File: src/logic/ltsq_pkg.sv
/*
 * Shared constants for the long-period timer start-up sequencer: divider
 * select code layout, start-up interval figures, divider widths, states.
 * Assumes a 10 MHz system clock and a master-oscillator tick enable.
 */
package ltsq_pkg;

    // System clock period and the fixed analog part of start-up
    localparam int CLK_PERIOD_NS = 100;
    localparam int ANALOG_START_NS = 80000;
    // Least time, so round up to whole clock cycles
    localparam int ANALOG_START_CYC =
        (ANALOG_START_NS + CLK_PERIOD_NS - 1) / CLK_PERIOD_NS;

    // Divider select code layout
    localparam int CODE_W = 4;
    localparam int POL_BIT = 3;
    localparam logic [3:0] CODE_MAX = 4'hf;

    // Start-up length in master periods: FIX + STEP * (REF - code)
    localparam int START_W = 10;
    localparam logic [9:0] START_FIX = 10'h100;
    localparam logic [9:0] START_STEP = 10'h010;
    localparam logic [9:0] START_REF = 10'h00c;
    localparam logic [9:0] ANALOG_LAST = 10'(ANALOG_START_CYC - 1);

    // Fixed prescale: half output period is 512 master periods per ratio
    localparam int PRE_W = 9;
    localparam logic [8:0] PRE_LAST = 9'h1ff;

    // Programmable ratio 8^k, k = 0..7, largest 2^21
    localparam int RATIO_W = 21;
    localparam int RATIO_STEP_LOG2 = 3;
    localparam logic [20:0] RATIO_ONE = 21'h000001;

    // Sequencer states
    typedef enum logic [1:0] {
        ST_ANALOG = 2'b00,  // Fixed analog part of start-up
        ST_START  = 2'b01,  // Master-clock part of start-up
        ST_HELD   = 2'b10,  // Reset input asserted, output at polarity
        ST_RUN    = 2'b11   // Oscillating
    } ltsq_state_t;

endpackage : ltsq_pkg

File: src/logic/ltsq_code_decode.sv
/*
 * Decodes the divider select code into polarity, the last count of the
 * programmable divider and the master-clock part of the start-up length.
 * Purely combinational; the code is assumed synchronous to the clock.
 */
`timescale 1ns/100ps
`default_nettype none

module ltsq_code_decode (
    input  wire logic [3:0]  code_i,
    output logic             pol_o,
    output logic [20:0]      ratio_last_o,
    output logic [9:0]       start_len_o
);

    logic [3:0] mirror;
    logic [4:0] shift;

    // Polarity from the code msb; ratio mirrored about the midpoint
    always_comb begin
        pol_o = code_i[ltsq_pkg::POL_BIT];
        mirror = pol_o ? (ltsq_pkg::CODE_MAX - code_i) : code_i;
        shift = 5'(mirror[2:0] * ltsq_pkg::RATIO_STEP_LOG2);
        ratio_last_o = (ltsq_pkg::RATIO_ONE << shift) - ltsq_pkg::RATIO_ONE;
        // Written as FIX + STEP*REF - STEP*code so codes above REF work
        start_len_o = ltsq_pkg::START_FIX
                    + 10'(ltsq_pkg::START_STEP * ltsq_pkg::START_REF)
                    - 10'(ltsq_pkg::START_STEP * {6'h00, code_i});
    end

endmodule // ltsq_code_decode

`default_nettype wire

File: src/logic/ltsq_tick_div.sv
/*
 * Enabled modulo counter: emits a one-cycle tick on the enabled cycle that
 * reaches the last count. The last count may change at any time; a count
 * already past it also ticks, so a shortened ratio never waits a wrap.
 */
`timescale 1ns/100ps
`default_nettype none

module ltsq_tick_div #(
    parameter int W = 9
) (
    input  wire logic          clk_i,
    input  wire logic          rst_i,
    input  wire logic          clr_i,
    input  wire logic          en_i,
    input  wire logic [W-1:0]  last_i,
    output logic               tick_o
);

    logic [W-1:0] cnt_r;
    logic [W-1:0] cnt_nxt;

    // Next count and terminal tick
    always_comb begin
        tick_o = en_i && !clr_i && (cnt_r >= last_i);
        if (clr_i) begin
            cnt_nxt = '0;
        end else if (tick_o) begin
            cnt_nxt = '0;
        end else if (en_i) begin
            cnt_nxt = cnt_r + W'(1);
        end else begin
            cnt_nxt = cnt_r;
        end
    end

    // Counter register
    always_ff @(posedge clk_i or posedge rst_i) begin
        if (rst_i) begin
            cnt_r <= '0;
        end else begin
            cnt_r <= cnt_nxt;
        end
    end

endmodule // ltsq_tick_div

`default_nettype wire

File: src/logic/ltsq_timer.sv
/*
 * Long-period timer core: power-up start-up interval, polarity handling,
 * reset input of build-selectable polarity, fixed and programmable
 * dividers and the square-wave output, including one-shot use.
 * Start-up has two parts: a fixed 80 us counted in system clocks, then
 * a code-dependent number of master ticks. The select code is trusted
 * only at the end of start-up; until then the output stays low.
 * After start-up the core is either held by the reset input, with the
 * output at the polarity level, or oscillating with a 50% duty cycle.
 * In one-shot use a high output blocks the master ticks, so the output
 * stays high until the reset input forces it to the polarity level or a power-on reset clears it.
 * Assumes: SYS_RST_I is the power-on reset and is raised again on any
 * supply bounce; MCLK_TICK_I is a one-cycle pulse per master oscillator
 * period and stays low while that oscillator is stopped; all inputs are
 * synchronous to CLK_I (10 MHz); codes above 12 shorten start-up, and
 * the select code may change at any time after start-up.
 */
// How it works
// - Output low from power-up until start-up ends
// - OUTPUT_POLARITY_BIT 0, reset idle: start oscillating from low
// - OUTPUT_POLARITY_BIT 0, reset held: output stays low
// - OUTPUT_POLARITY_BIT 1: low in start-up, then high
// - OUTPUT_POLARITY_BIT 1, reset held: output stays high
// - Reset release: polarity level for half period
// - Build parameter picks reset input active level
// - Polarity is the select code msb
// - Code sets both polarity and divide ratio
// - OUTPUT_POLARITY_BIT 0 POR: low start-up plus half period
// - Stopped master clock freezes the master-clock start-up count and the dividers
// - One-shot: high output stops the oscillator
// - Start-up: 256+16*(12-code) master periods plus 80us
// - Supply bounce restarts the start-up timer
// - Later reset release: only half period delay
// - Fixed divide by 512 ahead of ratio
// - Ratio 8^k, mirrored about code midpoint
// - Reset forces polarity level, clears dividers
`timescale 1ns/100ps
`default_nettype none

module ltsq_timer #(
    parameter bit RST_ACTIVE_HIGH = 1'b1   // Build variant of the reset pin
) (
    input  wire logic        CLK_I,
    input  wire logic        SYS_RST_I,
    input  wire logic        MCLK_TICK_I,
    input  wire logic [3:0]  DIV_SEL_I,
    input  wire logic        TMR_RST_I,
    input  wire logic        ONE_SHOT_I,
    output logic             TMR_OUT_O,
    output logic             POL_O,
    output logic             START_DONE_O,
    output logic             RUNNING_O
);

    // Sequencer state and registered outputs
    ltsq_pkg::ltsq_state_t   state_r;
    ltsq_pkg::ltsq_state_t   state_nxt;
    logic [9:0]              start_cnt_r;
    logic [9:0]              start_cnt_nxt;
    logic                    out_r;
    logic                    out_nxt;
    logic                    pol_r;
    logic                    pol_nxt;
    logic                    done_r;
    logic                    done_nxt;
    logic                    run_r;
    logic                    run_nxt;

    // Decoded select code
    logic                    divider_select_pol;
    logic [20:0]             ratio_last;
    logic [9:0]              start_len;
    logic [9:0]              start_last;

    // Divider chain controls
    logic                    rst_active;
    logic                    mclk_run;
    logic                    div_clr;
    logic                    pre_tick;
    logic                    half_tick;

    // Phase events, decoded once and shared by the state groups
    logic                    analog_end;
    logic                    start_end;
    logic                    held_release;
    logic                    run_reset;
    logic                    run_toggle;

    // Select code decode
    ltsq_code_decode u_decode (
        .code_i       (DIV_SEL_I),
        .pol_o        (divider_select_pol),
        .ratio_last_o (ratio_last),
        .start_len_o  (start_len)
    );

    // Reset input level by build variant
    assign rst_active = RST_ACTIVE_HIGH ? TMR_RST_I : !TMR_RST_I;

    // Master tick gate: in one-shot use a high output halts the oscillator
    assign mclk_run = MCLK_TICK_I && !(ONE_SHOT_I && out_r);

    // Dividers count only while oscillating and are cleared otherwise
    assign div_clr = (state_r != ltsq_pkg::ST_RUN) || rst_active;

    // Last count of the master-clock part of start-up
    assign start_last = start_len - 10'h001;

    // Fixed prescale: one tick per 512 master periods into the ratio divider
    ltsq_tick_div #(
        .W (ltsq_pkg::PRE_W)
    ) u_prescale (
        .clk_i  (CLK_I),
        .rst_i  (SYS_RST_I),
        .clr_i  (div_clr),
        .en_i   (mclk_run),
        .last_i (ltsq_pkg::PRE_LAST),
        .tick_o (pre_tick)
    );

    // Programmable divider over the prescaled ticks
    ltsq_tick_div #(
        .W (ltsq_pkg::RATIO_W)
    ) u_ratio (
        .clk_i  (CLK_I),
        .rst_i  (SYS_RST_I),
        .clr_i  (div_clr),
        .en_i   (pre_tick),
        .last_i (ratio_last),
        .tick_o (half_tick)
    );

    // Fixed analog part ends on its last system clock
    assign analog_end = (state_r == ltsq_pkg::ST_ANALOG)
                     && (start_cnt_r >= ltsq_pkg::ANALOG_LAST);

    // Master-clock part ends on the tick that completes its length
    assign start_end = (state_r == ltsq_pkg::ST_START) && mclk_run
                    && (start_cnt_r >= start_last);

    // Reset input dropped while held: the oscillator may start
    assign held_release = (state_r == ltsq_pkg::ST_HELD)
                       && !rst_active;

    // Reset input raised while oscillating wins over a half tick
    assign run_reset = (state_r == ltsq_pkg::ST_RUN) && rst_active;

    // Half period complete while oscillating and not reset
    assign run_toggle = (state_r == ltsq_pkg::ST_RUN) && !rst_active
                     && half_tick;

    // Start-up counter: system clocks, then master ticks
    always_comb begin
        start_cnt_nxt = start_cnt_r;
        unique case (state_r)
            // Fixed analog part counts every system clock
            ltsq_pkg::ST_ANALOG: begin
                if (analog_end) begin
                    start_cnt_nxt = '0;
                end else begin
                    start_cnt_nxt = start_cnt_r + 10'h001;
                end
            end
            // Master-clock part counts only live master ticks
            ltsq_pkg::ST_START: begin
                if (start_end) begin
                    start_cnt_nxt = '0;
                end else if (mclk_run) begin
                    start_cnt_nxt = start_cnt_r + 10'h001;
                end
            end
            // Idle once start-up is over
            ltsq_pkg::ST_HELD,
            ltsq_pkg::ST_RUN: begin
                start_cnt_nxt = start_cnt_r;
            end
        endcase
    end

    // Start-up counter register; a supply bounce restarts it
    always_ff @(posedge CLK_I or posedge SYS_RST_I) begin
        if (SYS_RST_I) begin
            start_cnt_r <= '0;
        end else begin
            start_cnt_r <= start_cnt_nxt;
        end
    end

    // Phase sequencing
    always_comb begin
        state_nxt = state_r;
        unique case (state_r)
            // Fixed analog part first, then the master-clock part
            ltsq_pkg::ST_ANALOG: begin
                if (analog_end) begin
                    state_nxt = ltsq_pkg::ST_START;
                end
            end
            // Reset input is looked at only where start-up ends
            ltsq_pkg::ST_START: begin
                if (start_end && rst_active) begin
                    state_nxt = ltsq_pkg::ST_HELD;
                end else if (start_end) begin
                    state_nxt = ltsq_pkg::ST_RUN;
                end
            end
            // Release starts the oscillator, no start-up added
            ltsq_pkg::ST_HELD: begin
                if (held_release) begin
                    state_nxt = ltsq_pkg::ST_RUN;
                end
            end
            // Reset input stops the oscillator again
            ltsq_pkg::ST_RUN: begin
                if (run_reset) begin
                    state_nxt = ltsq_pkg::ST_HELD;
                end
            end
        endcase
    end

    // Phase register; power-on reset restarts start-up from scratch
    always_ff @(posedge CLK_I or posedge SYS_RST_I) begin
        if (SYS_RST_I) begin
            state_r <= ltsq_pkg::ST_ANALOG;
        end else begin
            state_r <= state_nxt;
        end
    end

    // Output level and polarity in use
    always_comb begin
        out_nxt = out_r;
        pol_nxt = pol_r;
        unique case (state_r)
            // Output low all through the analog part
            ltsq_pkg::ST_ANALOG: begin
                out_nxt = 1'b0;
            end
            // Code only trusted at the end of start-up
            ltsq_pkg::ST_START: begin
                out_nxt = 1'b0;
                if (start_end) begin
                    pol_nxt = divider_select_pol;
                    out_nxt = divider_select_pol;
                end
            end
            // Reset held: output pinned at the polarity level
            ltsq_pkg::ST_HELD: begin
                pol_nxt = divider_select_pol;
                out_nxt = divider_select_pol;
            end
            // Oscillating: one toggle per half period
            ltsq_pkg::ST_RUN: begin
                pol_nxt = divider_select_pol;
                if (run_reset) begin
                    out_nxt = divider_select_pol;
                end else if (run_toggle) begin
                    out_nxt = !out_r;
                end
            end
        endcase
    end

    // Output and polarity registers; both low from power-up
    always_ff @(posedge CLK_I or posedge SYS_RST_I) begin
        if (SYS_RST_I) begin
            out_r <= 1'b0;
            pol_r <= 1'b0;
        end else begin
            out_r <= out_nxt;
            pol_r <= pol_nxt;
        end
    end

    // Status flags: start-up finished and oscillator running
    always_comb begin
        done_nxt = done_r;
        run_nxt = run_r;
        if (start_end) begin
            done_nxt = 1'b1;
        end
        if (start_end || held_release) begin
            run_nxt = !rst_active;
        end else if (run_reset) begin
            run_nxt = 1'b0;
        end
    end

    // Status flag registers
    always_ff @(posedge CLK_I or posedge SYS_RST_I) begin
        if (SYS_RST_I) begin
            done_r <= 1'b0;
            run_r <= 1'b0;
        end else begin
            done_r <= done_nxt;
            run_r <= run_nxt;
        end
    end

    // Outputs straight from flip-flops
    assign TMR_OUT_O = out_r;
    assign POL_O = pol_r;
    assign START_DONE_O = done_r;
    assign RUNNING_O = run_r;

endmodule // ltsq_timer

`default_nettype wire

File: config.mk
export PLATFORM = sky130hd
export DESIGN_NAME = ltsq_timer
export DESIGN_NICKNAME = d
export VERILOG_FILES = /design/src/logic/ltsq_pkg.sv /design/src/logic/ltsq_code_decode.sv /design/src/logic/ltsq_tick_div.sv /design/src/logic/ltsq_timer.sv
export SDC_FILE = /design/constraint.sdc
export NUM_CORES = 1
export LEC_CHECK = 0
export ABC_AREA = 1
export BUFFER_PORTS_ARGS = -buffer_cell sky130_fd_sc_hd__buf_2
export CAP_MARGIN = 0
export CORE_MARGIN = 8
export CORE_UTILIZATION = 56
export DETAILED_ROUTE_END_ITERATION = 16
export PLACE_DENSITY_LB_ADDON = 0.2
export SLEW_MARGIN = 20
export SYNTH_ARGS = -nofsm -noshare
export SYNTH_HDL_FRONTEND = slang
export SYNTH_SLANG_ARGS = --single-unit
File: constraint.sdc
create_clock -name CLK_I -period 1.85 [get_ports CLK_I]
set_input_delay 0.185 -clock CLK_I [delete_from_list [all_inputs] [get_ports CLK_I]]
set_output_delay 0.185 -clock CLK_I [all_outputs]
set_load 0.1 [all_outputs]
==> summary.md <==
| Metric | Value |
|---|---|
| Data arrival, critical path | `between 2 and 3 ns` |
| Synthesized area | `~3400 sq um` |
| Clock-pin transition on the worst setup and hold timing paths | `roughly 0.09 ns` |
| Final setup viols | `22` |
| Layout cell share with drive strength beyond 1 | `a little over a quarter` |
| Crit Path Category | `in -> reg` |
| Seq cells post-synth | `between 40 and 50` |
| Delay-heaviest family, CP | `simple AND/OR/NAND/NOR gates` |
| Fin. Hold Viols | `0` |
| Die Span Y | `~94 microns` |
| Post-Place Worst Slack | `-0.977 ns` |
| RSZ-0062 raised after global routing | `yes` |
| Critical path depth | `22` |
| Final Util | `~75%` |
| Layout area overhead | `29.9%` |
| CP endpoint kind | `flop` |
| Final Max Slew Viols | `0` |
| Worst VDD drop | `roughly 0.4 mV` |
| Syn avg cell area | `7.13 sq um` |
| # diodes | `0` |
| Capture point of the worst path | `u_ratio.cnt_r[20]$_DFFE_PP0P_` |
| Crit path launch | `DIV_SEL_I[3]` |
| Detail-routed via count per cell | `between 5 and 6` |
| Finished Cell Area | `4450 sq um` |
| Startpoint Class | `primary input` |
| Synthesized instance count | `approximately 480` |
| Num rows | `28` |
| Busiest layer in global routing | `met2` |
| Post-DP HPWL | `approximately 6.5 mm` |
| Hold WC Path Type | `in -> reg` |
| CP max FO | `5` |
| F_max | `0.427 GHz` |
| First-pass GRT wire length | `~14 mm` |
| Gr usage total | `between 10% and 20%` |
| Post-layout worst setup margin | `-0.490 ns` |
| R2R Setup Slk | `-0.02 ns` |
| CTS H-Tree Depth | `2` |
| Clock sinks | `46` |
| Crit Reg-Reg Endpoint | `u_ratio.cnt_r[10]$_DFFE_PP0P_` |
| Worst stage delay on the critical path | `0.23 ns` |
| Worst hold margin | `~0.24 ns` |
| GRT met2 Usage | `approximately a third` |
| Total grt overflow | `0` |
| Io pins | `13` |
| WL per Instance | `13.2 microns` |
| Drt total wl | `8.43 mm` |
| RR Startpoint | `u_prescale.cnt_r[1]$_DFFE_PP0P_` |
| Placeable Area | `a little under 6000 sq um` |
| Rel. slew slack | `58.0%` |
| Fin crit share | `126%` |
| Max-Cap Viols | `0` |
| Slowest stage cell, crit path | `or2_4` |
| Via count | `between 3000 and 4000` |
| Fill count | `between 400 and 500` |
| Root Driver | `clkbuf_8` |
| Clk_skew | `between 0.01 and 0.015 ns` |
| Tmin final | `between 2 and 2.5 ns` |
| CTS tree | `yes` |
| Starting density of the core | `57.9%` |
| Largest net degree at the start of global routing | `32` |
| Worst Tran Pin Value | `roughly 0.63 ns` |
| Met3 usage | `3.12%` |
| Fin nets | `603` |
| Antenna violations before repair | `0` |
| Register area share after synthesis | `approximately a third` |
| Fin cells | `about 640` |
| Synth Warn # | `0` |
| Worst EP required | `approximately 2.1 ns` |
| Final ANT Viol Nets | `0` |
| DR iter-0 viols | `approximately 200` |
| Dpl cell area | `roughly 4100 sq um` |
| Port Buffers | `12` |
| Gpl congestion | `approximately 0.86` |
| Pre-antenna DRT Iters | `4` |
| Distinct cells, synth | `33` |
| Inst Count DP | `slightly above 600` |
| Outcome | `finished, violations left` |
| Pleak | `~2.2 nW` |
| Die width | `~94 microns` |
| CTS Buffer Depth | `2` |
| Worst path cell trace | `buf_12 > or2_4 > nand2_4 > inv_4 > nor2_4 > inv_2 > nor2_4 > inv_2 > ha_4 > ha_4 > nand2_4 > ha_4 > nand2_4 > inv_2 > nand2_1 > nand2_1 > a21oi_2 > nand4_1 > nand2_2 > buf_6 > nand3_2 > nor2_1` |
| CP bufs+invs | `6` |
| Clk_lat worst skew | `approximately 0.31 ns` |
| Met1 usage | `between 20% and 30%` |
| CTS Buf Count | `5` |
| Residual DRC | `0` |
| Violated checks | `setup timing` |
| Worst r2r path cells | `11` |
| Syn Nets | `approximately 520` |
| Number of global-route vias before repair | `3156` |
| Power Dens Cells | `slightly below 500 nW/um^2` |
| Die Area | `around 8900 sq um` |
-- routing by layer --
layer	vias up	part of all wire [%]
li1	1694	-
met3	12	2.8
met1	1544	44
met5	-	0
met2	67	51
met4	0	2.2
-- through the flow --
step | setup TNS (ns) | power [W]
after floorplan | -12.53 | 0.00135
after global placement | -20.38 | 0.00148
after detailed placement | -22.56 | 0.00149
after CTS | -8.22 | 0.00217
after global routing | -12.35 | 0.00231
final | -9.35 | 0.00220
-- repair_timing --
action / 4_1_cts / 5_1_grt
hold endpoints to repair: 29 / 0
pin swaps: 19 / 16
setup buffers: 1 / 4
hold buffers: 1 / 0
endpoints found under the setup margin: 23 / 39
resized for setup: 18 / 37
-- synthesized netlist by cell type (all sizes together) --
cell type  count  share of area (%)
nand2        152                 18
nor2          73                8.9
inv           59                6.5
dfrtp         46                 34
ha            33                 12
nand3         29                4.2
xor2          18                4.6
a21oi         16                2.4
o21ai         13                1.9
nor3           9                1.3
nand4          8                1.5
nor3b          4               0.88
xnor2          4                1.0
buf            3               0.91
a21o           2               0.44
and3           2               0.36
o21bai         2               0.44
o22ai          2               0.36
or2            2               0.36
clkbuf         1               0.11
nand3b         1               0.22
o21a           1               0.22
o31ai          1               0.22
-- how the worst min path moves through the flow --
stage          startpoint                               to  slack, ns  cells after the start
6_report        TMR_RST_I            RUNNING_O$_DFFE_PP0P_       0.24                      4
3_5_place_dp    SYS_RST_I  u_prescale.cnt_r[4]$_DFFE_PP0P_       0.30                      2
4_1_cts         TMR_RST_I            RUNNING_O$_DFFE_PP0P_       0.24                      4
5_1_grt         TMR_RST_I            RUNNING_O$_DFFE_PP0P_       0.24                      4
3_3_place_gp    SYS_RST_I  u_prescale.cnt_r[4]$_DFFE_PP0P_       0.30                      2
2_1_floorplan   TMR_RST_I            RUNNING_O$_DFFE_PP0P_       0.34                      3
-- flip-flops by register name, indices dropped and copies added, names as in the netlist --
signal,count
u_ratio.cnt_r,21
start_cnt_r,10
u_prescale.cnt_r,9
state_r,2
POL_O,1
RUNNING_O,1
START_DONE_O,1
TMR_OUT_O,1
-- cell usage in the layout (no fill, tap or decap), types with 2 or more instances in the layout --
| master | netlist | routed |
|---|---|---|
| nor3_1 | 9 | 9 |
| dfrtp_1 | 46 | 45 |
| ha_1 | 33 | 25 |
| buf_2 | 1 | 10 |
| inv_2 | 1 | 6 |
| o22ai_1 | 2 | 2 |
| clkbuf_8 | 0 | 6 |
| ha_4 | 0 | 7 |
| nand4_1 | 8 | 8 |
| buf_4 | 0 | 61 |
| o21ai_0 | 12 | 8 |
| nor2_4 | 1 | 6 |
| buf_12 | 0 | 2 |
| nand2_2 | 6 | 13 |
| o21ai_1 | 1 | 5 |
| buf_6 | 1 | 3 |
| and3_1 | 2 | 2 |
| xnor2_1 | 4 | 3 |
| nand3_1 | 29 | 24 |
| nor2_1 | 68 | 59 |
| nor3b_1 | 4 | 4 |
| a21o_1 | 2 | 2 |
| nand2_4 | 2 | 6 |
| a21oi_2 | 1 | 2 |
| o21bai_1 | 2 | 2 |
| nor2_2 | 3 | 7 |
| a21oi_1 | 15 | 13 |
| xor2_1 | 18 | 18 |
| inv_1 | 58 | 51 |
| nand2_8 | 0 | 2 |
| nand2_1 | 144 | 131 |
| nand3_2 | 0 | 5 |
-- cell families (layout without fill, tap and decap cells) --
| kind of cell | after synthesis | count (layout) | synth area share, % |
|---|---|---|---|
| AOI/OAI and AO/OA | 37 | 37 | 6.02 |
| buffers and inverters | 63 | 144 | 7.48 |
| xor gates and xnor gates | 22 | 22 | 5.62 |
| adders and majority gates | 33 | 33 | 12.0 |
| DFF | 46 | 46 | 33.6 |
| and+or+nand+nor | 280 | 280 | 35.3 |
-- layout make-up --
type / count / area [sq um] / share of cell area, %
multi-input combinational: 372 / 2290 / 51.4
sequential: 46 / 1150 / 25.9
timing repair buffer: 77 / 592 / 13.3
inverter: 59 / 229 / 5.14
tap: 75 / 93.8 / 2.11
clock buffer: 6 / 82.6 / 1.85
clock inverter: 2 / 12.5 / 0.281
-- where the power goes --
| part | leakage, nW | internal [W] | switching, W |
|---|---|---|---|
| registers | 0.616 | 0.00102 | 0.00000926 |
| clock network | 0.0472 | 0.000301 | 0.000355 |
| logic | 1.57 | 0.000213 | 0.000308 |
| total | 2.24 | 0.00153 | 0.000672 |
-- worst reg2reg max path, delay by kind of cell (launching register included) --
kind          cells  cell delay [ns]
simple gates      6             0.61
flops             1             0.40
xor+xnor          1             0.19
fa+ha+maj         2             0.36
buf+inv           2             0.22
No activity file was read; power rests on OpenSTA's default activity.
